## src/core/cfg_regs_pkg.sv

```systemverilog
// Purpose: Shared constants and carrier types for the converter configuration register block.
// Assumes: Eight-bit registers reached by a simple address/data write and read port.
// Notes:   Widths follow the twelve-bit converter word.
package cfg_regs_pkg;

	// Register addresses.
	localparam logic [7:0] ADDR_CHANNEL_WRITE_SELECT    = 8'h05;
	localparam logic [7:0] ADDR_CHIP_OPERATING_MODE     = 8'h08;
	localparam logic [7:0] ADDR_DUTY_STABILIZER_CTRL    = 8'h09;
	localparam logic [7:0] ADDR_OUTPUT_TEST_PATTERN_CTRL = 8'h0D;
	localparam logic [7:0] ADDR_OUTPUT_FORMAT           = 8'h14;
	localparam logic [7:0] ADDR_STAGED_VALUE_TRANSFER   = 8'hFF;

	// Reset values.
	localparam logic [7:0] RST_CHANNEL_WRITE_SELECT    = 8'h0F;
	localparam logic [7:0] RST_CHIP_OPERATING_MODE     = 8'h00;
	localparam logic [7:0] RST_DUTY_STABILIZER_CTRL    = 8'h01;
	localparam logic [7:0] RST_OUTPUT_TEST_PATTERN_CTRL = 8'h00;
	localparam logic [7:0] RST_OUTPUT_FORMAT           = 8'h00;
	localparam logic [7:0] RST_STAGED_VALUE_TRANSFER   = 8'h00;

	// Field positions and masks.
	localparam int          DATA_CH_LSB   = 0;
	localparam int          DATA_CH_MSB   = 3;
	localparam int          WORD_FRAME_BIT = 4;  // Framing clock channel select bit.
	localparam int          BIT_RATE_BIT   = 5;  // Bit-rate clock channel select bit.
	localparam int          COMMIT_BIT    = 0;
	localparam int          DCS_BIT       = 0;
	localparam int          PN_SHORT_RST_BIT = 4;
	localparam int          PN_LONG_RST_BIT  = 5;
	localparam int          FMT_LSB       = 0;
	localparam logic [7:0]  SEL_MASK      = 8'h3F;
	localparam logic [7:0]  MODE_MASK     = 8'h07;
	localparam logic [7:0]  DCS_MASK      = 8'h01;
	localparam logic [7:0]  TEST_MASK     = 8'h3F;
	localparam logic [7:0]  FMT_MASK      = 8'h03;
	localparam logic [7:0]  COMMIT_MASK   = 8'h01;

	// Converter word.
	localparam int          WORD_W        = 12;
	localparam int          NUM_CH        = 4;
	localparam logic [11:0] MIDSCALE      = 12'h800;
	localparam logic [11:0] POS_FULL      = 12'hFFF;
	localparam logic [11:0] NEG_FULL      = 12'h000;
	localparam logic [11:0] CHECKER_A     = 12'hAAA;
	localparam logic [11:0] CHECKER_B     = 12'h555;
	localparam logic [11:0] ALL_ONES      = 12'hFFF;
	localparam logic [11:0] ALL_ZEROS     = 12'h000;
	localparam logic [11:0] SYNC_WORD     = 12'hFC0;
	localparam logic [11:0] ONE_HIGH      = 12'h800;
	localparam logic [11:0] MIXED_A       = 12'hA33;
	localparam logic [11:0] MIXED_B       = 12'h5CC;
	localparam logic [11:0] MSB_FLIP      = 12'h800;
	localparam logic [1:0]  FMT_TWOS      = 2'h1;

	// Generator seeds and widths.
	localparam logic [22:0] PN_LONG_SEED  = 23'h7FFFFF;
	localparam logic [8:0]  PN_SHORT_SEED = 9'h1FF;

	// Output test modes.
	typedef enum logic [3:0] {
		TM_OFF, TM_MIDSCALE, TM_POS_FULL, TM_NEG_FULL, TM_CHECKER, TM_PN_LONG,
		TM_PN_SHORT, TM_WORD_TOGGLE, TM_USER, TM_BIT_TOGGLE, TM_SYNC, TM_ONE_HIGH,
		TM_MIXED
	} test_mode_e;

	// One channel's output word together with its valid strobe.
	typedef struct packed {
		logic        valid;
		logic [11:0] word;
	} sample_s;

	// Settings of one channel, used for both the staged and the active copies.
	typedef struct packed {
		logic [7:0] mode;
		logic [7:0] dcs;
		logic [7:0] test;
		logic [7:0] fmt;
	} chan_cfg_s;

endpackage

```

## src/core/adc_channel_config_test_regs.sv

```systemverilog
// Purpose: Configuration and output test pattern registers of a four-channel converter.
// Assumes: Writes and reads arrive already decoded from the serial control port, one per clock.
// Notes:   Per-channel settings are staged, then made active by the commit bit.
`timescale 1ns/1ns

module adc_channel_config_test_regs (
	input  wire logic                          clk_sys,
	input  wire logic                          nrst,
	input  wire logic                          wr_en,
	input  wire logic                          rd_en,
	input  wire logic [7:0]                    addr,
	input  wire logic [7:0]                    wr_data,
	input  wire logic [11:0]                   user_pattern,
	input  wire cfg_regs_pkg::sample_s [3:0]   conv_in,
	output logic      [7:0]                    rd_data,
	output cfg_regs_pkg::sample_s [3:0]        data_out,
	output logic      [3:0]                    dcs_enable,
	output logic      [2:0]                    chip_mode [3:0],
	output logic                               bit_rate_output_clock_sel,
	output logic                               word_framing_clock_sel
);

	// All state of the block in one packed struct.
	typedef struct packed {
		logic [7:0]                       sel;        // Channel write select mask.
		logic [7:0]                       commit;     // Software commit register.
		cfg_regs_pkg::chan_cfg_s [3:0]    staged;     // Master copies per channel.
		cfg_regs_pkg::chan_cfg_s [3:0]    active;     // Slave copies per channel.
		logic [1:0]                       clk_stage;  // Staged clock channel selects.
		logic [1:0]                       clk_active; // Active clock channel selects.
		logic [22:0]                      pn_long;    // Long pseudorandom generator.
		logic [8:0]                       pn_short;   // Short pseudorandom generator.
		logic                             toggle;     // Alternates every clock.
		logic [7:0]                       rd;         // Read data register.
		cfg_regs_pkg::sample_s [3:0]      out;        // Registered output samples.
	} state_s;

	state_s st_q;  // Registered state.
	state_s st_d;  // Next state.

	// Pattern word for a given test code, before the format adjustment.
	function automatic logic [11:0] pattern_word(input logic [3:0] code, input logic tgl,
		input logic [22:0] pl, input logic [8:0] ps, input logic [11:0] usr,
		input logic [11:0] conv);
		logic [11:0] w;
		w = conv;
		case (code)
			cfg_regs_pkg::TM_MIDSCALE:    w = cfg_regs_pkg::MIDSCALE;
			cfg_regs_pkg::TM_POS_FULL:    w = cfg_regs_pkg::POS_FULL;
			cfg_regs_pkg::TM_NEG_FULL:    w = cfg_regs_pkg::NEG_FULL;
			cfg_regs_pkg::TM_CHECKER:     w = tgl ? cfg_regs_pkg::CHECKER_B
				: cfg_regs_pkg::CHECKER_A;
			cfg_regs_pkg::TM_PN_LONG:     w = pl[11:0];
			cfg_regs_pkg::TM_PN_SHORT:    w = {ps[2:0], ps};
			cfg_regs_pkg::TM_WORD_TOGGLE: w = tgl ? cfg_regs_pkg::ALL_ONES
				: cfg_regs_pkg::ALL_ZEROS;
			cfg_regs_pkg::TM_USER:        w = usr;
			cfg_regs_pkg::TM_BIT_TOGGLE:  w = cfg_regs_pkg::CHECKER_A;
			cfg_regs_pkg::TM_SYNC:        w = cfg_regs_pkg::SYNC_WORD;
			cfg_regs_pkg::TM_ONE_HIGH:    w = cfg_regs_pkg::ONE_HIGH;
			cfg_regs_pkg::TM_MIXED:       w = tgl ? cfg_regs_pkg::MIXED_B
				: cfg_regs_pkg::MIXED_A;
			default:                      w = conv;
		endcase
		return w;
	endfunction

	// Next-state logic: register writes, commit, generators and output selection.
	always_comb
	begin
		logic [11:0] w;
		logic        is_test;
		logic        commit_now;
		w          = '0;
		is_test    = 1'b0;
		commit_now = st_q.commit[cfg_regs_pkg::COMMIT_BIT];
		st_d       = st_q;
		st_d.toggle = ~st_q.toggle;
		// Commit is a one-shot: it clears itself at the same edge at which it copies.
		st_d.commit = '0;
		if (commit_now)
		begin
			st_d.active     = st_q.staged;
			st_d.clk_active = st_q.clk_stage;
		end
		// Writes land only in channels that the select mask names.
		if (wr_en)
		begin
			if (addr == cfg_regs_pkg::ADDR_CHANNEL_WRITE_SELECT)
			begin
				st_d.sel = wr_data & cfg_regs_pkg::SEL_MASK;
			end
			else if (addr == cfg_regs_pkg::ADDR_STAGED_VALUE_TRANSFER)
			begin
				st_d.commit = wr_data & cfg_regs_pkg::COMMIT_MASK;
			end
			else if (addr == cfg_regs_pkg::ADDR_CHIP_OPERATING_MODE ||
				addr == cfg_regs_pkg::ADDR_DUTY_STABILIZER_CTRL ||
				addr == cfg_regs_pkg::ADDR_OUTPUT_TEST_PATTERN_CTRL ||
				addr == cfg_regs_pkg::ADDR_OUTPUT_FORMAT)
			begin
				for (int i = 0; i < cfg_regs_pkg::NUM_CH; i++)
				begin
					if (st_q.sel[cfg_regs_pkg::DATA_CH_LSB + i])
					begin
						if (addr == cfg_regs_pkg::ADDR_CHIP_OPERATING_MODE)
							st_d.staged[i].mode = wr_data & cfg_regs_pkg::MODE_MASK;
						else if (addr == cfg_regs_pkg::ADDR_DUTY_STABILIZER_CTRL)
							st_d.staged[i].dcs = wr_data & cfg_regs_pkg::DCS_MASK;
						else if (addr == cfg_regs_pkg::ADDR_OUTPUT_TEST_PATTERN_CTRL)
							st_d.staged[i].test = wr_data & cfg_regs_pkg::TEST_MASK;
						else
							st_d.staged[i].fmt = wr_data & cfg_regs_pkg::FMT_MASK;
					end
				end
				// Selected clock channels are set to 1 by the write, whatever its data.
				if (st_q.sel[cfg_regs_pkg::BIT_RATE_BIT])
					st_d.clk_stage[1] = 1'b1;
				if (st_q.sel[cfg_regs_pkg::WORD_FRAME_BIT])
					st_d.clk_stage[0] = 1'b1;
			end
		end
		// Per-channel reads return channel 0's staged copy, whatever the select mask.
		st_d.rd = '0;
		if (rd_en)
		begin
			if (addr == cfg_regs_pkg::ADDR_CHANNEL_WRITE_SELECT)
				st_d.rd = st_q.sel;
			else if (addr == cfg_regs_pkg::ADDR_STAGED_VALUE_TRANSFER)
				st_d.rd = st_q.commit;
			else if (addr == cfg_regs_pkg::ADDR_CHIP_OPERATING_MODE)
				st_d.rd = st_q.staged[0].mode;
			else if (addr == cfg_regs_pkg::ADDR_DUTY_STABILIZER_CTRL)
				st_d.rd = st_q.staged[0].dcs;
			else if (addr == cfg_regs_pkg::ADDR_OUTPUT_TEST_PATTERN_CTRL)
				st_d.rd = st_q.staged[0].test;
			else if (addr == cfg_regs_pkg::ADDR_OUTPUT_FORMAT)
				st_d.rd = st_q.staged[0].fmt;
			else
				st_d.rd = '0;
		end
		// Generators restart from seed while any active channel asks it.
		st_d.pn_long  = {st_q.pn_long[21:0], st_q.pn_long[22] ^ st_q.pn_long[17]};
		st_d.pn_short = {st_q.pn_short[7:0], st_q.pn_short[8] ^ st_q.pn_short[4]};
		for (int i = 0; i < cfg_regs_pkg::NUM_CH; i++)
		begin
			if (st_q.active[i].test[cfg_regs_pkg::PN_LONG_RST_BIT])
				st_d.pn_long = cfg_regs_pkg::PN_LONG_SEED;
			if (st_q.active[i].test[cfg_regs_pkg::PN_SHORT_RST_BIT])
				st_d.pn_short = cfg_regs_pkg::PN_SHORT_SEED;
		end
		// Output data: test pattern or converted data per channel.
		for (int i = 0; i < cfg_regs_pkg::NUM_CH; i++)
		begin
			is_test = (st_q.active[i].test[3:0] != cfg_regs_pkg::TM_OFF);
			w = pattern_word(st_q.active[i].test[3:0], st_q.toggle, st_q.pn_long,
				st_q.pn_short, user_pattern, conv_in[i].word);
			// Generated words follow the format; offset binary is the native form.
			if (is_test && st_q.active[i].fmt[1:0] == cfg_regs_pkg::FMT_TWOS)
				w = w ^ cfg_regs_pkg::MSB_FLIP;
			st_d.out[i].word  = w;
			st_d.out[i].valid = is_test ? 1'b1 : conv_in[i].valid;
		end
	end

	// State register with asynchronous reset to the preload values.
	always_ff @(posedge clk_sys or negedge nrst)
	begin
		if (!nrst)
		begin
			st_q <= '0;
			st_q.sel    <= cfg_regs_pkg::RST_CHANNEL_WRITE_SELECT;
			st_q.commit <= cfg_regs_pkg::RST_STAGED_VALUE_TRANSFER;
			for (int i = 0; i < cfg_regs_pkg::NUM_CH; i++)
			begin
				st_q.staged[i] <= {cfg_regs_pkg::RST_CHIP_OPERATING_MODE,
					cfg_regs_pkg::RST_DUTY_STABILIZER_CTRL,
					cfg_regs_pkg::RST_OUTPUT_TEST_PATTERN_CTRL,
					cfg_regs_pkg::RST_OUTPUT_FORMAT};
				st_q.active[i] <= {cfg_regs_pkg::RST_CHIP_OPERATING_MODE,
					cfg_regs_pkg::RST_DUTY_STABILIZER_CTRL,
					cfg_regs_pkg::RST_OUTPUT_TEST_PATTERN_CTRL,
					cfg_regs_pkg::RST_OUTPUT_FORMAT};
			end
			st_q.pn_long  <= cfg_regs_pkg::PN_LONG_SEED;
			st_q.pn_short <= cfg_regs_pkg::PN_SHORT_SEED;
		end
		else
		begin
			st_q <= st_d;
		end
	end

	// Outputs come straight from the state register.
	always_comb
	begin
		rd_data                   = st_q.rd;
		data_out                  = st_q.out;
		bit_rate_output_clock_sel = st_q.clk_active[1];
		word_framing_clock_sel    = st_q.clk_active[0];
		for (int i = 0; i < cfg_regs_pkg::NUM_CH; i++)
		begin
			dcs_enable[i] = st_q.active[i].dcs[cfg_regs_pkg::DCS_BIT];
			chip_mode[i]  = st_q.active[i].mode[2:0];
		end
	end

endmodule

```

## config.mk

```make
export PLATFORM = sky130hd
export DESIGN_NAME = adc_channel_config_test_regs
export DESIGN_NICKNAME = d
export VERILOG_FILES = /design/src/core/cfg_regs_pkg.sv /design/src/core/adc_channel_config_test_regs.sv
export SDC_FILE = /design/constraint.sdc
export NUM_CORES = 1
export LEC_CHECK = 0
export BUFFER_PORTS_ARGS = -buffer_cell sky130_fd_sc_hd__buf_2
export CAP_MARGIN = 20
export CORE_MARGIN = 5
export CORE_UTILIZATION = 50
export DETAILED_ROUTE_END_ITERATION = 10
export PLACE_DENSITY_LB_ADDON = 0.05
export SETUP_SLACK_MARGIN = 0.15
export SLEW_MARGIN = 10
export SYNTH_ARGS = -nofsm -noshare
export SYNTH_HDL_FRONTEND = slang
export SYNTH_SLANG_ARGS = --single-unit
```

## constraint.sdc

```tcl
create_clock -name clk_sys -period 2 [get_ports clk_sys]
set_input_delay 0.4 -clock clk_sys [delete_from_list [all_inputs] [get_ports clk_sys]]
set_output_delay 0.4 -clock clk_sys [all_outputs]
set_load 0.005 [all_outputs]
```

* Word level (Yosys, flattened, before mapping)
Index checks and enable logic that the tools add are counted.
Storage, ports and cells: ROM bits 0, bits in writable memories 0, output and inout port bits 78, bits in latches 0, logic and storage cells 216, memories kept 0, register bits after elaboration 207
Operators by class: mux-type cells 63, divide/modulo/power cells 0, reductions and logical operators 34, shift operators 0, add/subtract/negate cells 0, equality and inequality tests 58, multiply operators 0, $lt $le $gt $ge 0, bitwise gates (word level) 12
Operator list (number):
- 12-bit one-hot mux with 11 select lines | 4
- 136-bit two-way mux | 2
- 128-bit two-way mux | 1
- 123-bit two-way mux | 1
- 27-bit two-way mux | 4
- 23-bit two-way mux | 4
- 12-bit two-way mux | 7
- 4-bit equality test (second input constant) | 20
- 17-bit two-way mux | 4
- 4-bit by 3-bit equality test with 1-bit output (second input constant) | 16
- 8-bit AND reduction | 8
- 14-bit two-way mux | 4
- 6-bit two-way mux | 7
- 9-bit two-way mux | 4
- 4-bit by 2-bit equality test with 1-bit output (second input constant) | 8
- 7-bit AND reduction | 4
- 8-bit by 4-bit equality test with 1-bit output (second input constant) | 3
- 8-bit two-way mux | 3
- 6-bit AND reduction | 4
- 4-bit by 1-bit equality test with 1-bit output (second input constant) | 4
- 4-bit nonzero test | 4
- 3-bit two-way mux | 4
- 2-bit two-way mux | 5
- 1-bit NOT | 10
- other kinds (11) | 32

* Longest topological paths before layout
word-level depth 9, gate-level depth with buffers 8, depth with buffers taken out 5

* Least setup slack after synthesis
Ideal clock, no wire load.
path type input to register, start point in addr[5], end point reg st_q[266] (netlist name), buffers on the path 0, slack 0.250 ns, stages 5, arrival 1.625 ns, data required time 1.875 ns, cells stage by stage nor3_1 > nor4b_4 > and2_4 > nand3_4 > mux2_4
Between the ends: longest elaborated chain between the ends 5, elaborated cells on any way between the ends 14, those cells by class eq/ne: 6; bitwise: 4; reduce/logical: 4
RTL lines:
- start, declared | line adc_channel_config_test_regs.sv:11 | input wire logic [7:0] addr,
- 8-bit by 4-bit equality test with 1-bit output (on tied branches)
- 1-bit logical OR | line adc_channel_config_test_regs.sv:97 | else if (addr == cfg_regs_pkg::ADDR_CHIP_OPERATING_MODE ||
- 1-bit logical OR | line adc_channel_config_test_regs.sv:98 | addr == cfg_regs_pkg::ADDR_DUTY_STABILIZER_CTRL ||
- 1-bit logical OR | line adc_channel_config_test_regs.sv:99 | addr == cfg_regs_pkg::ADDR_OUTPUT_TEST_PATTERN_CTRL ||
- 8-bit AND reduction (no line) *
- end signal, assigned | line adc_channel_config_test_regs.sv:190 | st_q <= st_d;
- end, declared | line adc_channel_config_test_regs.sv:38 | state_s st_q;
Every way passes the cells marked *; elsewhere a longest branch is shown, timed or not. A chain may end at the register's enable or synchronous reset.

==> key figures <==
Clocking
  • Num CTS Buffers: 17
  • Clock transition at the registers of the reported paths: ~80 ps
  • H-tree depth: 4
  • Maximum clock insertion buffer count: 2
  • Number of clock sinks: 198
  • Root Buffer: clkbuf_16
  • CTS tree: yes
  • Post-CTS setup buffer count: 0
  • Clock Latency Late Sink: between 400 and 500 ps

Routing
  • Routed vias/inst: around 5.6
  • Per-cell routed wire length: between 15 and 20 µm
  • Routed via count: around 7600
  • DRT Wirelength: 26.86 mm
  • Starting DRT DRC Count: roughly 560
  • Remaining antenna violation count: 0
  • DRT Pass-1 Iters: 6
  • DRC viols: 0

Global routing
  • Congestion Overflow GR: 0
  • All-layer global routing usage: approximately 23%
  • Vias in the first global route: roughly 7500
  • Initial antenna violation count: 0
  • Largest net degree at the start of global routing: 60
  • First-pass GRT wire length: about 43 mm

Critical path
  • CP Launch Type: flip-flop
  • Crit path kind: flip-flop to flip-flop
  • CP Max Fanout: 15
  • R2R setup slack: 230 ps
  • Worst Reg-to-Reg Cells: 7
  • Critical Path Sink Type: flip-flop
  • Worst EP required: between 2000 and 2500 ps
  • Data arrival, critical path: roughly 2100 ps
  • Critical R2R Launch: st_q[172]$_DFFE_PN0P_
  • Worst reg2reg path endpoint: data_out[37]$_DFF_PN0_

Hold path
  • WHS Path Cells: 2
  • Hold_sp: conv_in[25]
  • WHS Endpoint: data_out[25]$_DFF_PN0_
  • HP Class: input pin to flip-flop

Power and ir drop
  • Pwr Total: around 8000 µW
  • PwrDens: 683.5 mW/mm²
  • Pleak: between 0.005 and 0.006 µW
  • Peak VDD IR: 553.8 µV

Place
  • Final HPWL from detailed placement: ~20 mm
  • Area after DPL: 0.01110 mm²
  • GP Congestion: approximately 0.89
  • PortBufs: 157

Final layout
  • Fin area: approximately 0.012 mm²
  • Area Growth Syn to Fin: 14.85%
  • Number of fill cells in the layout: between 1500 and 2000
  • Fin nets: between 1000 and 1500
  • Layout cell share with drive strength beyond 1: 39.50%
  • Core Util, Final: 58.31%
  • # diodes: 0

Timing
  • Layout Skew: 16.10 ps
  • Worst slew margin: between 60% and 70%
  • Fmax: 0.5644 GHz
  • Setup_tns: 0 ps
  • Slew of the pin with the lowest slew margin: 536.2 ps
  • Final Max Slew Viols: 0
  • RSZ-0062 raised after global routing: true
  • Tcrit/Tclk final: 88.59%
  • Final min period: 1772 ps
  • Hold_ws: roughly 150 ps
  • # setup viols final: 0
  • Final hold vios: 0

Synthesis
  • Post-Syn Instances: between 900 and 1000
  • Post-Syn Area per Cell: between 10 and 15 µm²
  • Post-synth EDFFs: 0
  • Top cells by area, synth: dfrtp_1 38%, dfstp_2 11%, mux2_2 8.4%, buf_4 5.6%, mux2_4 3.5%
  • Fraction of registers with async set/reset: 100.0%
  • YS warnings: 0
  • Library cells used by synthesis: 68
  • Post-synth top area cell: dfrtp_1
  • Mapped Area: a little over 0.01 mm²
  • Sequential area share after synthesis: about half
  • Yosys top cell area share: a little under two fifths
  • Seq cells post-synth: 198
  • Most used DFF post-synth: dfrtp_1

Floorplanning
  • Starting Density: about half
  • Die area: approximately 0.023 mm²
  • Number of placement rows: between 50 and 60
  • Die H: roughly 150 µm
  • Core area: around 0.020 mm²
  • Die width: 153.1 µm
  • I/O pins: about 160

Job
  • Max Cap Viol: 0

Status
  • Status: complete, no violations
[layout make-up]
class	count	area [µm²]	share of cell area (%)
repair buffers	226	1353	11.50
flip-flops and latches	198	5015	42.64
clock buffers	17	425.4	3.617
multi-input cells	614	4402	37.43
inverters	11	41.29	0.3511
well taps	270	337.8	2.873
clock inverters	15	186.4	1.585
[cells by family after synthesis]
group	Yosys count	share of synthesized area (%)
AND/OR/NAND/NOR	262	13.76
multiplexers	106	12.46
buffers and inverters	149	8.553
XOR/XNOR	8	0.6843
AO/OA/AOI/OAI	236	15.58
other	1	0.03662
flip-flops	198	48.92
[Yosys cell counts (4+ instances only)]
master     instances
nor3b_1            5
a21oi_1           60
nand2_1           68
dfrtp_1          154
mux2i_1            6
nand3b_1           6
a221oi_1          13
a22oi_1           30
nor4_1             6
o211ai_1           5
dfstp_2           44
o22ai_1           12
o21a_1             5
o22a_1            12
clkbuf_1          34
nand3_1           13
and3_1             4
xnor2_1            5
nor2b_1           22
inv_1             11
a22o_1             6
nor3_1            12
o21ai_0           36
a2bb2oi_1          4
mux2_2            76
a31oi_1           11
mux2_4            24
nand2b_1          45
a21o_1            12
nand3_4            4
buf_2             22
o32a_1             5
nor2_1            56
buf_4             77
buf_1              5
[routing by layer]
layer | wire length (µm) | share of wire (%) | vias to the layer above | GRT usage (%)
li1 | - | - | 3587 | -
met1 | 12250 | 46 | 3657 | 33.02
met2 | 12060 | 45 | 304 | 35.82
met3 | 1603 | 6.0 | 55 | 4.269
met4 | 944 | 3.5 | 0 | 7.679
met5 | 0 | 0 | - | 0
[placed cells by master (no fill, tap or decap), drive strengths merged, types with 16 or more instances in the layout]
| master | n |
|---|---|
| mux2 | 100 |
| nand2b | 45 |
| a21oi | 60 |
| o21ai | 36 |
| dfstp | 44 |
| nor2 | 56 |
| inv | 16 |
| clkbuf | 18 |
| nand3 | 17 |
| buf | 224 |
| nor2b | 22 |
| nand2 | 69 |
| dfrtp | 154 |
| a22oi | 30 |
[worst max-delay path, cell delays in order, from the launching register on]
cell and delay [ps]:
dfrtp_1 410, buf_4 200, nand2b_1 190, a211oi_1 100, a211o_1 320, a21oi_1 180
buf_4 170, xor2_1 140
[flip-flops by register name, summed over array words and instances (netlist names)]
signal,flops
st_q,122
data_out,52
chip_mode,12
rd_data,6
dcs_enable,4
bit_rate_output_clock_sel,1
word_framing_clock_sel,1
[worst max-delay path by stage]
stage,start,end,slack [ps],cells after the start
2_1_floorplan,addr[5],st_q[266]$_DFFE_PN0P_,250,5
3_3_place_gp,addr[5],st_q[329]$_DFFE_PN0P_,40,7
3_5_place_dp,addr[5],st_q[334]$_DFFE_PN0P_,40,7
4_1_cts,st_q[106]$_DFFE_PN0P_,data_out[11]$_DFF_PN0_,190,5
5_1_grt,st_q[60]$_DFF_PN0_,data_out[11]$_DFF_PN0_,60,6
6_report,st_q[172]$_DFFE_PN0P_,data_out[37]$_DFF_PN0_,230,7
[report_power, final]
group          internal (µW)  switching, µW  total, µW
logic                    170            235        405
registers               4080           32.4       4110
clock network           1800           1730       3530
[through the flow]
step	cells	setup slack, ps
floorplan	961	250.3
detailed placement	1318	35.43
CTS	1351	192.7
global route	1351	64.66
finish	1351	228.2
global placement	1318	43.31
[repair_timing]
item / CTS / global route
pin swaps: 0 / 1
endpoints found under the hold margin: 28 / 0
hold buffers: 1 / 0
resized for setup: 1 / 10
setup endpoints to repair: 2 / 21
No activity file was read; power rests on OpenSTA's default activity.
